--- config.mk ---
export PLATFORM = sky130hd
export DESIGN_NAME = port_three_pins
export DESIGN_NICKNAME = d
export VERILOG_FILES = /design/src/hdl/port_three_pkg.sv /design/src/hdl/port_three_pins.sv
export SDC_FILE = /design/constraint.sdc
export NUM_CORES = 1
export LEC_CHECK = 0
export ABC_CLOCK_PERIOD_IN_PS = 2880
export BUFFER_PORTS_ARGS = -buffer_cell sky130_fd_sc_hd__buf_2
export CAP_MARGIN = 20
export CORE_MARGIN = 2
export CORE_UTILIZATION = 54
export CTS_CLUSTER_SIZE = 30
export DETAILED_ROUTE_END_ITERATION = 12
export PLACE_DENSITY_LB_ADDON = 0.12
export SYNTH_ARGS = -nofsm -noshare
export SYNTH_HDL_FRONTEND = slang
export SYNTH_SLANG_ARGS = --single-unit
--- constraint.sdc ---
create_clock -name mclk_in -period 2.88 [get_ports mclk_in]
set_input_delay 0.288 -clock mclk_in [delete_from_list [all_inputs] [get_ports mclk_in]]
set_output_delay 0.288 -clock mclk_in [all_outputs]
set_load 0.03 [all_outputs]
--- src/hdl/port_three_pkg.sv ---
// constants for the port three data register block
package port_three_pkg;
    // register byte addresses on the register bus
    localparam logic [7:0] PORT_THREE_PINS_ADDR = 8'h03;
    localparam logic [7:0] PORT_THREE_MODE_ADDR = 8'h10;
    localparam logic [7:0] TIMER_CTRL_ADDR = 8'h14;
    // reset values of the output latch, mode and routing control registers
    localparam logic [3:0] OUT_LATCH_RESET = 4'h0;
    localparam logic [2:0] MODE_RESET = 3'h0;
    localparam logic [4:0] TIMER_CTRL_RESET = 5'h00;
    // mode register fields
    localparam int MODE_ANALOG_BIT = 1;
    localparam int MODE_AMP_BIT = 2;
    // routing control register fields
    localparam int CTL_COMB_LO = 0;
    localparam int CTL_COMB_HI = 1;
    localparam int CTL_T16_BIT = 2;
    localparam int CTL_CMP2_BIT = 3;
    localparam int CTL_T8_BIT = 4;
    localparam logic [1:0] COMB_SEL_LOGIC = 2'h1;
    // mode register reserved bits read back as ones
    localparam logic [4:0] MODE_RSVD_READ = 5'h1f;
    // bus answers
    localparam logic [1:0] RESP_OKAY = 2'h0;
    localparam logic [1:0] RESP_SLVERR = 2'h2;
endpackage

--- src/hdl/port_three_pins.sv ---
// port three data register with its AXI4-Lite register slave
`timescale 1ns/1ps
module port_three_pins
    import port_three_pkg::*;
(
    input wire logic mclk_in,
    input wire logic rst_n_in,
    input wire logic [7:0] s_axi_awaddr_in,
    input wire logic s_axi_awvalid_in,
    output logic s_axi_awready_out,
    input wire logic [31:0] s_axi_wdata_in,
    input wire logic [3:0] s_axi_wstrb_in,
    input wire logic s_axi_wvalid_in,
    output logic s_axi_wready_out,
    output logic [1:0] s_axi_bresp_out,
    output logic s_axi_bvalid_out,
    input wire logic s_axi_bready_in,
    input wire logic [7:0] s_axi_araddr_in,
    input wire logic s_axi_arvalid_in,
    output logic s_axi_arready_out,
    output logic [31:0] s_axi_rdata_out,
    output logic [1:0] s_axi_rresp_out,
    output logic s_axi_rvalid_out,
    input wire logic s_axi_rready_in,
    input wire logic [3:0] input_pins_in,
    input wire logic comparator1_in,
    input wire logic comparator2_in,
    input wire logic ir_amp_in,
    input wire logic stop_mode_recovery_in,
    input wire logic timer_combined_in,
    input wire logic timer16_in,
    input wire logic timer8_in,
    output logic [3:0] output_pins_out,
    output logic [2:0] port_three_mode_out
);

////////////////////////////////////////////////////////////////////////////
// input synchronisers: three stages, change taken when stages 2 and 3 agree

    localparam int NSYNC = 8;
    logic [NSYNC-1:0] raw_in;
    logic [NSYNC-1:0] s1_q;
    logic [NSYNC-1:0] s2_q;
    logic [NSYNC-1:0] s3_q;
    logic [NSYNC-1:0] stable_q;

    assign raw_in = {stop_mode_recovery_in, ir_amp_in, comparator2_in,
                     comparator1_in, input_pins_in};

    genvar gi;
    generate
        for (gi = 0; gi < NSYNC; gi++)
        begin : g_sync
            always_ff @(posedge mclk_in or negedge rst_n_in)
            begin
                if (!rst_n_in)
                begin
                    s1_q[gi] <= 1'b0;
                    s2_q[gi] <= 1'b0;
                    s3_q[gi] <= 1'b0;
                    stable_q[gi] <= 1'b0;
                end
                else
                begin
                    s1_q[gi] <= raw_in[gi];
                    s2_q[gi] <= s1_q[gi];
                    s3_q[gi] <= s2_q[gi];
                    if (s2_q[gi] == s3_q[gi])
                    begin
                        stable_q[gi] <= s3_q[gi];
                    end
                end
            end
        end
    endgenerate

    logic [3:0] pin_lvl;
    logic cmp1_lvl;
    logic cmp2_lvl;
    logic amp_lvl;
    logic smr_lvl;
    assign pin_lvl = stable_q[3:0];
    assign cmp1_lvl = stable_q[4];
    assign cmp2_lvl = stable_q[5];
    assign amp_lvl = stable_q[6];
    assign smr_lvl = stable_q[7];

////////////////////////////////////////////////////////////////////////////
// registers

    logic [3:0] out_latch_q;
    logic [2:0] mode_q;
    logic [4:0] ctl_q;
    logic aw_hold_q;
    logic w_hold_q;
    logic [7:0] awaddr_q;
    logic [31:0] wdata_q;
    logic [3:0] wstrb_q;
    logic do_write;
    logic aw_ok;
    logic w_ok;

    assign aw_ok = aw_hold_q | (s_axi_awvalid_in & s_axi_awready_out);
    assign w_ok = w_hold_q | (s_axi_wvalid_in & s_axi_wready_out);
    assign do_write = aw_ok & w_ok & !s_axi_bvalid_out;

    logic [7:0] wa;
    logic [31:0] wd;
    logic wl0;
    assign wa = aw_hold_q ? awaddr_q : s_axi_awaddr_in;
    assign wd = w_hold_q ? wdata_q : s_axi_wdata_in;
    assign wl0 = w_hold_q ? wstrb_q[0] : s_axi_wstrb_in[0];

    // write address and data taken in either order, response after both
    always_ff @(posedge mclk_in or negedge rst_n_in)
    begin
        if (!rst_n_in)
        begin
            s_axi_awready_out <= 1'b0;
            s_axi_wready_out <= 1'b0;
            aw_hold_q <= 1'b0;
            w_hold_q <= 1'b0;
            awaddr_q <= 8'h00;
            wdata_q <= 32'h0000_0000;
            wstrb_q <= 4'h0;
            s_axi_bvalid_out <= 1'b0;
            s_axi_bresp_out <= RESP_OKAY;
        end
        else
        begin
            s_axi_awready_out <= 1'b0;
            s_axi_wready_out <= 1'b0;
            if (s_axi_awvalid_in & s_axi_awready_out)
            begin
                aw_hold_q <= 1'b1;
                awaddr_q <= s_axi_awaddr_in;
            end
            if (s_axi_wvalid_in & s_axi_wready_out)
            begin
                w_hold_q <= 1'b1;
                wdata_q <= s_axi_wdata_in;
                wstrb_q <= s_axi_wstrb_in;
            end
            if (do_write)
            begin
                aw_hold_q <= 1'b0;
                w_hold_q <= 1'b0;
                s_axi_bvalid_out <= 1'b1;
                if (wa == PORT_THREE_PINS_ADDR || wa == PORT_THREE_MODE_ADDR
                    || wa == TIMER_CTRL_ADDR)
                    s_axi_bresp_out <= RESP_OKAY;
                else
                    s_axi_bresp_out <= RESP_SLVERR;
            end
            else
            begin
                if (s_axi_bvalid_out & s_axi_bready_in)
                    s_axi_bvalid_out <= 1'b0;
                if (!aw_ok && !s_axi_awready_out && !s_axi_bvalid_out)
                    s_axi_awready_out <= s_axi_awvalid_in;
                if (!w_ok && !s_axi_wready_out && !s_axi_bvalid_out)
                    s_axi_wready_out <= s_axi_wvalid_in;
            end
        end
    end

    // latches cleared by full reset only; no recovery input reaches them
    always_ff @(posedge mclk_in or negedge rst_n_in)
    begin
        if (!rst_n_in)
        begin
            out_latch_q <= OUT_LATCH_RESET;
            mode_q <= MODE_RESET;
            ctl_q <= TIMER_CTRL_RESET;
        end
        else if (do_write && wl0)
        begin
            case (wa)
                PORT_THREE_PINS_ADDR: out_latch_q <= wd[7:4];
                PORT_THREE_MODE_ADDR: mode_q <= wd[2:0];
                TIMER_CTRL_ADDR: ctl_q <= wd[4:0];
                default: ;
            endcase
        end
    end

////////////////////////////////////////////////////////////////////////////
// pin drive with alternate functions

    logic analog;
    logic amp_en;
    assign analog = mode_q[MODE_ANALOG_BIT];
    assign amp_en = mode_q[MODE_AMP_BIT];

    always_ff @(posedge mclk_in or negedge rst_n_in)
    begin
        if (!rst_n_in)
        begin
            output_pins_out <= OUT_LATCH_RESET;
            port_three_mode_out <= MODE_RESET;
        end
        else
        begin
            port_three_mode_out <= mode_q;
            output_pins_out[3] <= out_latch_q[3];
            output_pins_out[2] <= (ctl_q[CTL_COMB_HI:CTL_COMB_LO]
                == COMB_SEL_LOGIC) ? timer_combined_in : out_latch_q[2];
            output_pins_out[1] <= ctl_q[CTL_T16_BIT] ?
                timer16_in : out_latch_q[1];
            output_pins_out[0] <= ctl_q[CTL_CMP2_BIT] ? cmp2_lvl :
                (ctl_q[CTL_T8_BIT] ? timer8_in : out_latch_q[0]);
        end
    end

////////////////////////////////////////////////////////////////////////////
// read path

    logic [3:0] in_view;
    always_comb
    begin
        // recovery source select has no register here, so only analog
        // mode switches this bit over to the recovery condition
        in_view[3] = analog ? !smr_lvl : pin_lvl[3];
        in_view[2] = analog ? cmp2_lvl : pin_lvl[2];
        if (amp_en)
            in_view[1] = amp_lvl;
        else if (analog)
            in_view[1] = cmp1_lvl;
        else
            in_view[1] = pin_lvl[1];
        in_view[0] = analog ? 1'b1 : pin_lvl[0];
    end

    always_ff @(posedge mclk_in or negedge rst_n_in)
    begin
        if (!rst_n_in)
        begin
            s_axi_arready_out <= 1'b0;
            s_axi_rvalid_out <= 1'b0;
            s_axi_rdata_out <= 32'h0000_0000;
            s_axi_rresp_out <= RESP_OKAY;
        end
        else if (s_axi_arvalid_in & s_axi_arready_out)
        begin
            s_axi_arready_out <= 1'b0;
            s_axi_rvalid_out <= 1'b1;
            s_axi_rresp_out <= RESP_OKAY;
            case (s_axi_araddr_in)
                PORT_THREE_PINS_ADDR:
                    s_axi_rdata_out <= {24'h0, out_latch_q, in_view};
                PORT_THREE_MODE_ADDR:
                    s_axi_rdata_out <= {24'h0, MODE_RSVD_READ, mode_q};
                TIMER_CTRL_ADDR:
                    s_axi_rdata_out <= {27'h0, ctl_q};
                default:
                begin
                    s_axi_rdata_out <= 32'h0000_0000;
                    s_axi_rresp_out <= RESP_SLVERR;
                end
            endcase
        end
        else
        begin
            if (s_axi_rvalid_out & s_axi_rready_in)
                s_axi_rvalid_out <= 1'b0;
            s_axi_arready_out <= s_axi_arvalid_in & !s_axi_arready_out
                & !(s_axi_rvalid_out & !s_axi_rready_in);
        end
    end

endmodule

==> flow_summary.ini <==
[outcome]
status = finished, final reports clean

[placement]
gp_congestion = 0.853
place_hpwl_um = 3990
port_buffers = 64
placed_cell_area_um2 = 3780
dp.cells = 399
dp_slack_ps = 769

[finish]
final_cells = 417
final_core_util_pct = 64.2
drive_gt1_share_pct = 26.5
synthToLayoutAreaGrowth_pct = 15.9
diodes = 0
design_area_um2 = 4030
finalNetCount = 405

[drt]
route.antenna.remaining_nets = 0
via_per_inst = 5.09
drt-initial-drc-count = 84
drc = 0
vias = 2123
wl_per_cell_um = 13.6
wirelength_um = 5680
dr.pass1.iters = 4

[clock_tree]
cts_resized = 0
cts_root_buf = clkbuf_8
cts_buffers = 9
cts_tree = yes
cts_buffer_depth = 2
cts-htree-levels = 3
cts_sinks = 85
path_clk_slew_ps = 80
clk_latency_ps = 340

[sta]
maxSlewHeadroom_pct = 66.3
drv_slew = 0
skew_ps = 12.7
hold_violations = 0
setup_violations = 0
period_needed_ps = 2130
fmax_mhz = 469
setup_tns_ps = 0
grt_setup_unrepaired = no
worst_pin_slew_ps = 505
min_period_over_period_pct = 74.1
setup_ws_ps = 746

[logic_synthesis]
synth_edf_count = 0
synth_top_area_share_pct = 61.2
yosysTopAreaCell = dfrtp_1
netlist_top_cells_count = dfrtp_1 (85), mux2_1 (36), buf_4 (27)
ys_types = 41
avgSynthCellArea_um2 = 13.2
yosysMostFrequentCell = dfrtp_1
netlist_area_um2 = 3470
seq_area_frac_synth_pct = 61.2
synthArstFlopShare_pct = 100
synth-seq-cells = 85
synth_area_leaders = dfrtp_1 (61%), mux2_1 (12%), buf_4 (5.8%)
netlist_instances = 263
yosysWarnings = 0
yosys_most_used_dff = dfrtp_1

[floorplan]
fp.dieW_um = 84.2
row_count = 29
start_util_pct = 55.4
die_area_um2 = 7090
num_io_pins = 118
coreArea_um2 = 6280
fp.dieH_um = 84.2

[worst_setup_path]
path_class = register to register
critical_path_required_ps = 3100
worstReg2RegEnd = mode_q[0]
r2r_cells = 4
crit_path_end_kind = register
cp_cell_sequence = o32ai_2 -> nand3_2 -> a2111oi_4 -> mux2_1
cp.depth = 4
critPathBufInv = 0
cp_top_family = compound AO/OA/AOI/OAI gates
worstPathArrival_ps = 2360
slowest_stage = dfrtp_1
crit_path_max_fanout = 15
r2r-start = aw_hold_q
cp_slowest_stage_delay_ps = 570
r2r_slack_ps = 750
cp-start-kind = register

[worst_hold_path]
holdCritPathClass = input pin to register
hold_path_depth = 1
holdPathEnd = s1_q[4]
hold_path.startpoint = comparator1_in

[global_routing]
grt_overflow = 0
top_usage_layer = met1
grt_first_pass_wirelength_um = 9520
grt_usage_pct = 17.1
use_met1_pct = 25.0
grt_max_degree = 86
antenna_found_initial = 0
grt_pass1_vias = 1950
use_met2_pct = 24.7
use_met3_pct = 3.93

[power_and_ir_drop]
p_leak_nw = 1.97
power_density_nw_per_um2 = 743
vdd_ir_drop_max_mv = 0.494

[flow_run]
cap_violations = 0
## cell type report
type | count | area [um2]
Multi-Input combinational cell | 169 | 1210
Clock inverter | 7 | 96.3
Sequential cell | 85 | 2130
Clock buffer | 9 | 124
Timing Repair Buffer | 67 | 360
Inverter | 3 | 11.3
Fill cell | 515 | 2250
Tap cell | 77 | 96.3
## metrics by stage
step	hold slack, ps	total power [mW]
floorplan	-7.59	1.97
detailed placement	335	2.11
global placement	332	2.09
CTS	32.4	3.03
finish	48.2	2.99
global route	20.9	3.18
## logic make-up (layout without fill, tap and decap cells)
logic type	count (synthesis)	in the layout	share of synthesized area [%]
AO/OA/AOI/OAI	37	37	7.45
adder cells (fa/ha/maj)	8	8	2.30
buffers and inverters	34	86	6.59
flip-flops	85	85	61.2
multiplexers	40	40	12.9
other	1	26	0.108
AND/OR/NAND/NOR	58	58	9.43
## sequential cells by signal, summed over array words and instances, names as in the netlist, 3 cells and up
| register | cells |
|---|---|
| awaddr_q | 8 |
| ctl_q | 5 |
| mode_q | 3 |
| out_latch_q | 4 |
| output_pins_out | 4 |
| pin_lvl | 4 |
| port_three_mode_out | 3 |
| s1_q | 8 |
| s2_q | 8 |
| s3_q | 8 |
| s_axi_rdata_out | 8 |
| wdata_q | 8 |
## power by group
group,leakage [nW],internal [mW],total [mW],switching [mW]
Sequential,1.06,1.39,1.56,0.172
Clock,0.114,0.493,0.911,0.418
Combinational,0.791,0.231,0.524,0.294
## per-layer routing
| metal | part of all wire [%] | wire, um |
|---|---|---|
| met1 | 47 | 2660 |
| met2 | 46 | 2600 |
| met3 | 5.3 | 302 |
| met4 | 1.9 | 108 |
| met5 | 0 | 0 |
## how the worst max path moves through the flow
| stage | to | slack [ps] | from |
|---|---|---|---|
| 6_report | mode_q[0] | 750 | aw_hold_q |
| 5_1_grt | mode_q[0] | 620 | aw_hold_q |
| 4_1_cts | mode_q[2] | 760 | aw_hold_q |
| 3_5_place_dp | mode_q[0] | 770 | aw_hold_q |
| 3_3_place_gp | mode_q[1] | 780 | aw_hold_q |
| 2_1_floorplan | mode_q[0] | 990 | s_axi_wready_out |
## what timing repair did
| item | in CTS | in global routing |
|---|---|---|
| endpoints found under the hold margin | 0 | 40 |
| setup buffers | 0 | 0 |
| hold buffers | 0 | 1 |
## cell usage in the layout, fill, tap and decap left out, drive strengths merged
| cell | Yosys | final |
|---|---|---|
| a21o | 2 | 2 |
| nor4 | 2 | 2 |
| o211ai | 2 | 2 |
| maj3 | 8 | 8 |
| or3b | 1 | 1 |
| a2bb2oi | 1 | 1 |
| buf | 27 | 66 |
| nand4 | 2 | 2 |
| nor4bb | 1 | 1 |
| o22ai | 1 | 1 |
| o32a | 1 | 1 |
| nor4b | 4 | 4 |
| and3b | 1 | 1 |
| o31ai | 1 | 1 |
| nand2 | 21 | 21 |
| nor2b | 3 | 3 |
| clkbuf | 4 | 9 |
| a21oi | 11 | 11 |
| bufinv | 0 | 2 |
| clkinv | 0 | 3 |
| nor3b | 3 | 3 |
| conb | 1 | 26 |
| dfrtp | 85 | 85 |
| a2111oi | 1 | 1 |
| nand3 | 3 | 3 |
| o32ai | 1 | 1 |
| nor2 | 8 | 8 |
| o21a | 1 | 1 |
| a22oi | 2 | 2 |
| and2b | 1 | 1 |
| nand2b | 3 | 3 |
| mux2 | 38 | 38 |
| o21ai | 10 | 10 |
| dlygate4sd3 | 0 | 1 |
| a31oi | 3 | 3 |
| nor3 | 3 | 3 |
| mux2i | 2 | 2 |
| inv | 3 | 5 |
| and2 | 2 | 2 |
(Power assumes the default switching activity.)
